## src/pkg/lane_clk_rst_pkg.sv

```systemverilog
// Constants and carrier types for the lane link clock and reset controller.
// Assumes a single 50 MHz controller clock; all link clocks are made elsewhere.
package lane_clk_rst_pkg;

  ////////////////////////////////////////////////////////////////////////////
  // Timing
  localparam int unsigned CLK_HZ          = 50_000_000;
  localparam int unsigned CLK_PERIOD_PS   = 20_000;
  localparam int unsigned SETTLE_NS       = 10_000;
  localparam int unsigned SETTLE_CYC      = (SETTLE_NS * 1000 + CLK_PERIOD_PS - 1) / CLK_PERIOD_PS;
  localparam int unsigned ATTR_HOLD_NS    = 1_000;
  localparam int unsigned ATTR_HOLD_CYC   = (ATTR_HOLD_NS * 1000 + CLK_PERIOD_PS - 1) / CLK_PERIOD_PS;
  localparam int unsigned CFG_CLK_MAX_HZ  = 250_000_000;
  localparam int unsigned CFG_CLK_HZ      = 25_000_000;
  localparam int unsigned CFG_HALF_CYC    = (CLK_HZ / (2 * CFG_CLK_HZ) < 1) ? 1 : CLK_HZ / (2 * CFG_CLK_HZ);
  localparam int unsigned CNT_W           = 10;

  ////////////////////////////////////////////////////////////////////////////
  // Clock domains watched for stability
  localparam int unsigned NUM_DOM  = 4;
  localparam int unsigned DOM_CORE = 0;
  localparam int unsigned DOM_BUS  = 1;
  localparam int unsigned DOM_TXL  = 2;
  localparam int unsigned DOM_RXL  = 3;

  ////////////////////////////////////////////////////////////////////////////
  // Types
  typedef struct packed {
    logic whole_core;
    logic tx_datapath;
    logic rx_datapath;
    logic tx_lane;
    logic rx_lane;
    logic tx_core;
    logic rx_core;
    logic tx_user_bus;
    logic rx_user_bus;
  } reset_bus_t;

  localparam reset_bus_t RST_ALL = 9'h1FF;

  typedef struct packed {
    logic rx_helper_from_tx;
    logic lane_clk_common;
  } clk_sel_t;

  // Frequencies in units of 0.1 Hz
  typedef struct packed {
    logic [31:0] rx_lane_dhz;
    logic [31:0] tx_lane_dhz;
    logic [31:0] core_dhz;
    logic [31:0] user_bus_dhz;
  } clk_plan_t;

  typedef enum logic [2:0] {
    RATE_25G78 = 3'h0,
    RATE_12G5  = 3'h1,
    RATE_10G31 = 3'h2,
    RATE_6G25  = 3'h3,
    RATE_5G    = 3'h4
  } rate_t;

  localparam logic [31:0] F_402M83 = 32'd4028320312;
  localparam logic [31:0] F_195M31 = 32'd1953120000;
  localparam logic [31:0] F_161M13 = 32'd1611328125;
  localparam logic [31:0] F_161M134 = 32'd1611340000;
  localparam logic [31:0] F_97M656 = 32'd976560000;
  localparam logic [31:0] F_78M125 = 32'd781250000;
  localparam logic [31:0] F_412M   = 32'd4120000000;
  localparam logic [31:0] F_300M   = 32'd3000000000;

  typedef enum logic [1:0] {
    ST_WHOLE    = 2'b00,
    ST_RUN      = 2'b01,
    ST_ATTR_HLD = 2'b10,
    ST_ATTR_ACK = 2'b11
  } state_t;

endpackage

```

## src/core/lane_clk_rst_ctrl.sv

```systemverilog
// Host-side clock and reset controller for a multi-lane packet link core.
// Assumes clock-stable pins come from foreign domains and the rest from this clock.
//
// Operation
// Device clocks user-bus logic and rate adapter from user_bus_clk.
// Device control and status are mostly synchronous to user_bus_clk.
// Device runs protocol-layer logic on the core clock.
// Each device receive lane runs on its own recovered clock.
// With elastic buffer enabled, all lane clocks come from one common clock.
// Device transmit lanes all run from the single lane reference clock.
// Config port clock only during accesses, at most 250 MHz.
// One to six fast lanes: 402.8320312 MHz lanes, 412 core, 300 bus.
// Twelve lanes at 12.5G: 195.312 MHz lanes, 300 MHz core and bus.
// Device has separate receive and transmit resets, independent of each other.
// Device has a reset per clock domain within each path.
// Device needs no particular order of reset assertion or release.
// Hold each reset until its domain clock is fully stable.
// Whole-core reset resets transceivers and link block together.
// Datapath resets clear only their own direction.
// Hold user-bus reset while an in-reset attribute changes, until stable.
// Resets assert asynchronously and release synchronously.
// Synchronous mode: both helper blocks clock from transmit lane zero.
// Asynchronous mode: receive helper uses receive lane zero clock.
// Device transmitter encapsulates user packets; receiver strips it.
// Device user packet bus is 512 bits, segmented.
// Asserted means driven to 1, negated means driven to 0.
// Lane receive data sampled on rising edge of its recovered clock.
// Device synchronises each reset release inside its own domain.
`timescale 1ns/1ps

module lane_clk_rst_ctrl (
  input  wire logic                          i_clk,
  input  wire logic                          i_rst_n,
  input  wire logic [3:0]                    i_clk_stable,
  input  wire logic                          i_sync_mode,
  input  wire logic                          i_elastic_buf_en,
  input  wire lane_clk_rst_pkg::rate_t       i_rate_sel,
  input  wire logic                          i_attr_req,
  input  wire logic                          i_attr_rx,
  input  wire logic                          i_cfg_active,
  output      lane_clk_rst_pkg::reset_bus_t  o_resets,
  output      lane_clk_rst_pkg::clk_sel_t    o_clk_sel,
  output      lane_clk_rst_pkg::clk_plan_t   o_clk_plan,
  output      logic                          o_config_port_clk,
  output      logic                          o_attr_ack,
  output      logic                          o_ready
);
  import lane_clk_rst_pkg::*;

  ////////////////////////////////////////////////////////////////////////////
  // Clock-stable pins cross in through two flops
  logic [NUM_DOM-1:0] stable_meta_q;
  logic [NUM_DOM-1:0] stable_q;

  always_ff @(posedge i_clk or negedge i_rst_n) begin
    if (!i_rst_n) begin
      stable_meta_q <= '0;
      stable_q      <= '0;
    end else begin
      stable_meta_q <= i_clk_stable;
      stable_q      <= stable_meta_q;
    end
  end

  ////////////////////////////////////////////////////////////////////////////
  // Per-domain settle counters: a clock counts as stable only after a full quiet window
  logic [CNT_W-1:0]   dom_cnt_q [NUM_DOM];
  logic [CNT_W-1:0]   dom_cnt_d [NUM_DOM];
  logic [NUM_DOM-1:0] dom_ok;

  always_comb begin
    for (int i = 0; i < NUM_DOM; i++) begin
      if (!stable_q[i]) begin
        dom_cnt_d[i] = '0;
      end else if (dom_cnt_q[i] == CNT_W'(SETTLE_CYC)) begin
        dom_cnt_d[i] = dom_cnt_q[i];
      end else begin
        dom_cnt_d[i] = dom_cnt_q[i] + CNT_W'(1);
      end
      dom_ok[i] = (dom_cnt_q[i] == CNT_W'(SETTLE_CYC));
    end
  end

  always_ff @(posedge i_clk or negedge i_rst_n) begin
    if (!i_rst_n) begin
      for (int i = 0; i < NUM_DOM; i++) begin
        dom_cnt_q[i] <= '0;
      end
    end else begin
      dom_cnt_q <= dom_cnt_d;
    end
  end

  ////////////////////////////////////////////////////////////////////////////
  // Sequencer
  state_t           state_q;
  state_t           state_d;
  logic [CNT_W-1:0] attr_cnt_q;
  logic [CNT_W-1:0] attr_cnt_d;
  logic             attr_rx_q;
  logic             attr_rx_d;
  logic             sync_mode_q;
  logic             sync_mode_d;
  logic             elastic_q;
  logic             elastic_d;
  rate_t            rate_q;
  rate_t            rate_d;

  always_comb begin
    state_d     = state_q;
    attr_cnt_d  = attr_cnt_q;
    attr_rx_d   = attr_rx_q;
    sync_mode_d = sync_mode_q;
    elastic_d   = elastic_q;
    rate_d      = rate_q;
    unique case (state_q)
      ST_WHOLE: begin
        // Clock plan and mode are only taken while everything is held
        sync_mode_d = i_sync_mode;
        elastic_d   = i_elastic_buf_en;
        rate_d      = i_rate_sel;
        if (&dom_ok) begin
          state_d = ST_RUN;
        end
      end
      ST_RUN: begin
        if (i_attr_req) begin
          state_d    = ST_ATTR_HLD;
          attr_rx_d  = i_attr_rx;
          attr_cnt_d = '0;
        end
      end
      ST_ATTR_HLD: begin
        attr_cnt_d = attr_cnt_q + CNT_W'(1);
        if (attr_cnt_q == CNT_W'(ATTR_HOLD_CYC - 1)) begin
          state_d = ST_ATTR_ACK;
        end
      end
      ST_ATTR_ACK: begin
        // Reset stays on until the requester says the new value has settled
        if (!i_attr_req) begin
          state_d = ST_RUN;
        end
      end
    endcase
  end

  always_ff @(posedge i_clk or negedge i_rst_n) begin
    if (!i_rst_n) begin
      state_q     <= ST_WHOLE;
      attr_cnt_q  <= '0;
      attr_rx_q   <= 1'b0;
      sync_mode_q <= 1'b1;
      elastic_q   <= 1'b0;
      rate_q      <= RATE_12G5;
    end else begin
      state_q     <= state_d;
      attr_cnt_q  <= attr_cnt_d;
      attr_rx_q   <= attr_rx_d;
      sync_mode_q <= sync_mode_d;
      elastic_q   <= elastic_d;
      rate_q      <= rate_d;
    end
  end

  ////////////////////////////////////////////////////////////////////////////
  // Reset outputs; a lost clock raises only the resets of the domains it feeds
  reset_bus_t rst_q;
  reset_bus_t rst_d;
  logic       attr_hold;
  logic       whole;
  logic       ack_q;
  logic       ack_d;
  logic       ready_q;
  logic       ready_d;

  always_comb begin
    whole             = (state_q == ST_WHOLE);
    attr_hold         = (state_q == ST_ATTR_HLD) || (state_q == ST_ATTR_ACK);
    rst_d.whole_core  = whole;
    rst_d.rx_datapath = whole | ~dom_ok[DOM_RXL];
    rst_d.tx_datapath = whole | ~dom_ok[DOM_TXL];
    rst_d.rx_lane     = whole | ~dom_ok[DOM_RXL];
    rst_d.tx_lane     = whole | ~dom_ok[DOM_TXL];
    rst_d.rx_core     = whole | ~dom_ok[DOM_CORE];
    rst_d.tx_core     = whole | ~dom_ok[DOM_CORE];
    rst_d.rx_user_bus = whole | ~dom_ok[DOM_BUS] | (attr_hold & attr_rx_q);
    rst_d.tx_user_bus = whole | ~dom_ok[DOM_BUS] | (attr_hold & ~attr_rx_q);
    ack_d             = (state_d == ST_ATTR_ACK);
    ready_d           = ~|rst_d;
  end

  // Power-on reset forces every output reset high at once; release is on this clock edge
  always_ff @(posedge i_clk or negedge i_rst_n) begin
    if (!i_rst_n) begin
      rst_q   <= RST_ALL;
      ack_q   <= 1'b0;
      ready_q <= 1'b0;
    end else begin
      rst_q   <= rst_d;
      ack_q   <= ack_d;
      ready_q <= ready_d;
    end
  end

  assign o_resets   = rst_q;
  assign o_attr_ack = ack_q;
  assign o_ready    = ready_q;

  ////////////////////////////////////////////////////////////////////////////
  // Clock selection and frequency plan
  clk_sel_t  sel_q;
  clk_sel_t  sel_d;
  clk_plan_t plan_q;
  clk_plan_t plan_d;

  always_comb begin
    sel_d.rx_helper_from_tx = sync_mode_q;
    sel_d.lane_clk_common   = elastic_q;
    plan_d.core_dhz         = F_300M;
    plan_d.user_bus_dhz     = F_300M;
    plan_d.rx_lane_dhz      = F_195M31;
    plan_d.tx_lane_dhz      = F_195M31;
    unique case (rate_q)
      RATE_25G78: begin
        plan_d.rx_lane_dhz = F_402M83;
        plan_d.tx_lane_dhz = F_402M83;
        plan_d.core_dhz    = F_412M;
      end
      RATE_12G5: begin
        plan_d.rx_lane_dhz = F_195M31;
        plan_d.tx_lane_dhz = F_195M31;
      end
      RATE_10G31: begin
        plan_d.rx_lane_dhz = F_161M13;
        plan_d.tx_lane_dhz = F_161M134;
      end
      RATE_6G25: begin
        plan_d.rx_lane_dhz = F_97M656;
        plan_d.tx_lane_dhz = F_97M656;
      end
      RATE_5G: begin
        plan_d.rx_lane_dhz = F_78M125;
        plan_d.tx_lane_dhz = F_78M125;
      end
      default: begin
        plan_d.rx_lane_dhz = F_195M31;
        plan_d.tx_lane_dhz = F_195M31;
      end
    endcase
  end

  always_ff @(posedge i_clk or negedge i_rst_n) begin
    if (!i_rst_n) begin
      sel_q  <= '0;
      plan_q <= '0;
    end else begin
      sel_q  <= sel_d;
      plan_q <= plan_d;
    end
  end

  assign o_clk_sel  = sel_q;
  assign o_clk_plan = plan_q;

  ////////////////////////////////////////////////////////////////////////////
  // Config port clock: runs only during accesses, well under its ceiling
  logic [CNT_W-1:0] cfg_cnt_q;
  logic [CNT_W-1:0] cfg_cnt_d;
  logic             cfg_clk_q;
  logic             cfg_clk_d;
  logic             cfg_tick;

  always_comb begin
    cfg_tick  = (cfg_cnt_q == CNT_W'(CFG_HALF_CYC - 1));
    cfg_cnt_d = cfg_tick ? '0 : cfg_cnt_q + CNT_W'(1);
    cfg_clk_d = cfg_tick ? ~cfg_clk_q : cfg_clk_q;
    if (!i_cfg_active) begin
      // Parks low so a stopped clock never leaves a short high pulse
      cfg_cnt_d = '0;
      cfg_clk_d = 1'b0;
    end
  end

  always_ff @(posedge i_clk or negedge i_rst_n) begin
    if (!i_rst_n) begin
      cfg_cnt_q <= '0;
      cfg_clk_q <= 1'b0;
    end else begin
      cfg_cnt_q <= cfg_cnt_d;
      cfg_clk_q <= cfg_clk_d;
    end
  end

  assign o_config_port_clk = cfg_clk_q;

endmodule

```

## config.mk

```make
export PLATFORM = sky130hd
export DESIGN_NAME = lane_clk_rst_ctrl
export DESIGN_NICKNAME = d
export VERILOG_FILES = /design/src/pkg/lane_clk_rst_pkg.sv /design/src/core/lane_clk_rst_ctrl.sv
export SDC_FILE = /design/constraint.sdc
export NUM_CORES = 1
export LEC_CHECK = 0
export ABC_AREA = 1
export BUFFER_PORTS_ARGS = -buffer_cell sky130_fd_sc_hd__buf_4
export CORE_MARGIN = 2
export CORE_UTILIZATION = 48
export CTS_CLUSTER_SIZE = 30
export DETAILED_ROUTE_END_ITERATION = 16
export GPL_TIMING_DRIVEN = 0
export PLACE_DENSITY = 0.77
export SYNTH_ARGS = -nofsm -noshare
export SYNTH_HDL_FRONTEND = slang
export SYNTH_SLANG_ARGS = --single-unit
```

## constraint.sdc

```tcl
create_clock -name i_clk -period 1.3 [get_ports i_clk]
set_input_delay 0.26 -clock i_clk [delete_from_list [all_inputs] [get_ports i_clk]]
set_output_delay 0.26 -clock i_clk [all_outputs]
set_load 0.1 [all_outputs]
```

# Yosys cells after proc, flatten, opt, wreduce, memory -nomap -nowiden
# Index checks and enable logic that the tools add are counted.
# totals
ff_bits	184
# op_classes
n_mux	21
n_reduce_logical	10
n_bitwise	14
eq_ne	18
n_addsub	6
# op_table
op	count
$pmux W64 S4	1
$mux W10	11
$add A10 B1 Y10 const B	6
$eq A10 B9 Y1 const B	4
$mux W31	1
$pmux W10 S2	1
$eq A10 B6 Y1 const B	1
$logic_not A10 Y1	1
$ne A2 B2 Y1 const B	5
$mux W2	4
$pmux W2 S4	1
$eq A2 B2 Y1 const B	3
$eq A3 B2 Y1 const B	2
$not A1 Y1	6
$or A1 B1 Y1	6
$reduce_or A6 Y1	1
$reduce_and A2 Y1	2
$reduce_and A4 Y1	1
$eq A3 B3 Y1 const B	1
$logic_not A3 Y1	1
$and A1 B1 Y1	2
$eq A2 B1 Y1 const B	1
$logic_not A2 Y1	1
$mux W1	2
other kinds (4)	4

# Depth between registers and ports, before layout
# logic_depth
word_depth	6
mapped_depth	10

# Least setup slack after synthesis
# OpenSTA, ideal clock, no wires.
# synth_timing
path_type	register to output
startpoint	register, netlist name o_clk_plan[61]
endpoint	output o_clk_plan[107] (netlist name)
t_required_ns	1.040
path_stages_with_launch	2
arrival_time_ns	1.689
setup_slack_ns	-0.649
cell_sequence	dfrtp_1 buf_4
# synth_lines
item	line	text
end: declaration	lane_clk_rst_ctrl.sv:43	output lane_clk_rst_pkg::clk_plan_t o_clk_plan,

==> flow_summary.json <==
{
  "crit_fanout": 12,
  "cts.clk_slew.worst_paths_ns": 0.09,
  "route.detailed.wl_per_inst_um": 18.7,
  "avgSynthCellArea_um2": 8.83,
  "layout.cells.non_filler": 984,
  "setup_viol_count_final": 111,
  "core_um2": 11400,
  "ff2ff_setup_slack_ns": -0.13,
  "slew_headroom_pct": 31.9,
  "critical_path_class": "reg -> out",
  "finalPower_mw": 23.1,
  "async_flop_share_pct": 100,
  "fill_cells": 570,
  "htreeDepth": 3,
  "fmax_mhz": 624,
  "grt_max_degree": 112,
  "synth_compound_area_share_pct": 4.20,
  "final_util_pct": 82.5,
  "io_pins": 156,
  "antenna_found_initial": 0,
  "p_sw_mw": 12.5,
  "final-max-slew-violation-count": 0,
  "dp_hpwl_mm": 8.26,
  "synth_top_family_by_area": "simple AND/OR/NAND/NOR gates",
  "leakage_nw": 4.52,
  "synthTopCellsByArea": "dfrtp_1, buf_4, nand2_1",
  "grt_pass1_wl_mm": 24.2,
  "whs_ns": -0.00178,
  "clock_sinks": 111,
  "finalHoldViolCount": 2,
  "fin_worst_skew_ns": 0.0136,
  "r2r-start": "dom_cnt_q[20]",
  "worst_r2r_path_depth": 8,
  "critPathArrivalTime_ns": 1.34,
  "synth_fa_ha_area_share_pct": 2.68,
  "die_area_um2": 12600,
  "multi_input_area_um2": 2350,
  "p_int_mw": 10.6,
  "grt_pass1_vias": 4862,
  "synth_top_cell_area_share_pct": 46.0,
  "synthXorXnorAreaFrac_pct": 2.03,
  "track_usage_pct": 23.9,
  "cts_root_buf": "clkbuf_16",
  "cts_tree": "yes",
  "row_count": 39,
  "firstDrtPassIters": 5,
  "yosys.area_share.simple_pct": 21.0,
  "antenna_left": 0,
  "outcome": "finished with violations",
  "ys_seq_area_share_pct": 49.7,
  "netlist_area_um2": 5600,
  "synth-edff-count": 0,
  "insertedDiodeCount": 0,
  "ys_types": 35,
  "worst_pin_slew_ns": 1.02,
  "dp.cells": 932,
  "initial_core_util_pct": 49.1,
  "crit_required_ns": 1.04,
  "seqCellArea_um2": 2860,
  "rsz0062_at_grt": "yes",
  "seqPwrFrac_pct": 22.5,
  "cp-start-kind": "flip-flop",
  "ir_drop_uv": 4000,
  "comb_power_share_pct": 65.7,
  "synthMuxAreaShare_pct": 0.201,
  "layout_setup_ws_ns": -0.301,
  "numCtsBuffers": 9,
  "drt_wl_total_mm": 18.4,
  "switching_share_pct": 54.1,
  "ctsHoldBuffers": 0,
  "ys_warn_count": 0,
  "post-place-ws_ns": -0.420,
  "synth_seq_cells": 111,
  "synth-main-ff-cell": "dfrtp_1",
  "syn_inst": 635,
  "startpoint": "o_clk_plan[61]",
  "maxCapViolations": 0,
  "p_clk_share_pct": 11.8,
  "clock_latency_ns": 0.36,
  "fin_crit_sh_pct": 123,
  "cp-end-kind": "primary output",
  "drc": 0,
  "hold_class": "in -> async",
  "violations": "negative hold slack, negative setup slack",
  "die_h_um": 112,
  "r2r-end": "o_ready",
  "grt_remaining_overflow": 0,
  "dr_total_vias": 4977,
  "period_minus_slack_ns": 1.60,
  "drive_gt1_share_pct": 50.9,
  "cts.path.max_buffers": 2,
  "vias_per_cell": 5.06,
  "port_buffers": 114,
  "fin_nets": 862,
  "power.density_nw_per_um2": 2450,
  "yosysTopAreaCell": "dfrtp_1",
  "gp_congestion": 0.833,
  "initialDrtViolationCount": 260,
  "areaGrowthSynthToFinish_pct": 68.0,
  "chipWidth_um": 112
}
==> worst max-delay path, stage by stage (launching register included) <==
cell,delay (ns)
dfrtp_4,0.51
buf_12,0.17
buf_12,0.13
buf_12,0.15
==> per-layer routing <==
metal	global-route usage (%)	up-vias	part of all wire (%)	routed length [um]
met3	4.97	50	5.8	1070
li1	-	2243	-	-
met5	0	-	0	0
met2	43.6	244	54	9830
met4	7.32	0	3.4	632
met1	28.7	2440	37	6840
==> power groups by stage <==
| stage | logic (mW) | registers (mW) | clock network (mW) |
|---|---|---|---|
| final | 15.2 | 5.19 | 2.73 |
| after global routing | 15.5 | 5.26 | 2.89 |
| after CTS | 14.2 | 4.97 | 2.71 |
| after detailed placement | 11.6 | 4.87 | 0 |
| after global placement | 11.5 | 4.82 | 0 |
| after floorplan | 6.75 | 7.59 | 0 |
==> metrics by stage <==
step,area (um^2),TNS [ns]
after global routing,9420,-19.23
final,9420,-15.89
after detailed placement,7050,-29.99
after floorplan,6010,-3.21
after global placement,7050,-24.73
after CTS,8750,-12.61
==> how the worst max path moves through the flow <==
stage,depth (start not counted),to,slack (ns)
floorplan,1,o_clk_plan[107],-0.26
global placement,1,o_clk_plan[124],-0.37
detailed placement,1,o_clk_plan[124],-0.42
CTS,3,o_clk_plan[61],-0.28
global route,3,o_clk_plan[52],-0.32
finish,3,o_clk_plan[52],-0.30
==> cells by family (layout without fill, tap and decap cells) <==
logic type	count (synthesis)	count (layout)
AO/OA/AOI/OAI	44	44
XOR/XNOR	13	13
adder cells (fa/ha/maj)	12	12
buffers and inverters	190	356
flip-flops	111	111
multiplexers	1	1
other	2	42
AND/OR/NAND/NOR	262	262
==> synthesized netlist by cell type (2+ instances only) <==
cell,instances
buf_4,108
dfrtp_1,103
nand2_1,100
nor2_1,81
inv_1,76
nand3_1,30
o21ai_0,18
nor3_1,13
a21oi_1,12
ha_1,12
nor2_2,10
nand4_1,9
xor2_1,9
dfstp_2,8
a31oi_1,7
inv_2,5
nand2_2,4
o21ai_1,4
xnor2_1,4
nand3_2,3
and3_1,2
conb_1,2
nor3_4,2
nor4_1,2
==> sequential cells by signal (all words and copies together), names as in the netlist <==
name	cells
dom_cnt_q	40
o_clk_plan	24
attr_cnt_q	10
cfg_cnt_q	10
o_resets	6
stable_meta_q	4
stable_q	4
rate_q	3
o_clk_sel	2
state_q	2
attr_rx_q	1
elastic_q	1
o_attr_ack	1
o_config_port_clk	1
o_ready	1
sync_mode_q	1
==> cells in the final DEF, fill, tap and decap left out, types with 4 or more instances in the layout <==
cell type   n
buf_12     95
dfrtp_4    12
buf_6      67
o21ai_0    14
nand2_4     4
buf_8       6
a21oi_1    12
nand3_4     5
dfstp_2     5
nand4_1     9
conb_1     42
nand2_1    82
nand2_2    18
nor2_4     22
buf_4      91
nand3_1    19
o21ai_1     6
xnor2_1     4
ha_4        8
inv_2      21
nand3_2     9
inv_1      59
dfrtp_2    15
clkbuf_16   9
a31oi_1     5
nor3_4      4
dfrtp_1    76
nor3_1      9
xor2_1      9
nor2_1     57
nor2_2     13
==> repair_timing <==
action                                  4_1_cts  5_1_grt
endpoints found under the setup margin      114      159
gates resized for setup                     321      132
pin swaps                                    13       42
setup buffers                                17       20
gates cloned                                  0        0
==> area by class of cell <==
type	instances	area share, %
timing repair buffer	151	24.1
sequential	111	30.4
buffer	108	12.3
clock inverter	7	0.691
clock buffer	9	2.39
multi-input combinational	374	24.9
inverter	81	3.26
tap	143	1.90
No activity file was read; power rests on OpenSTA's default activity.
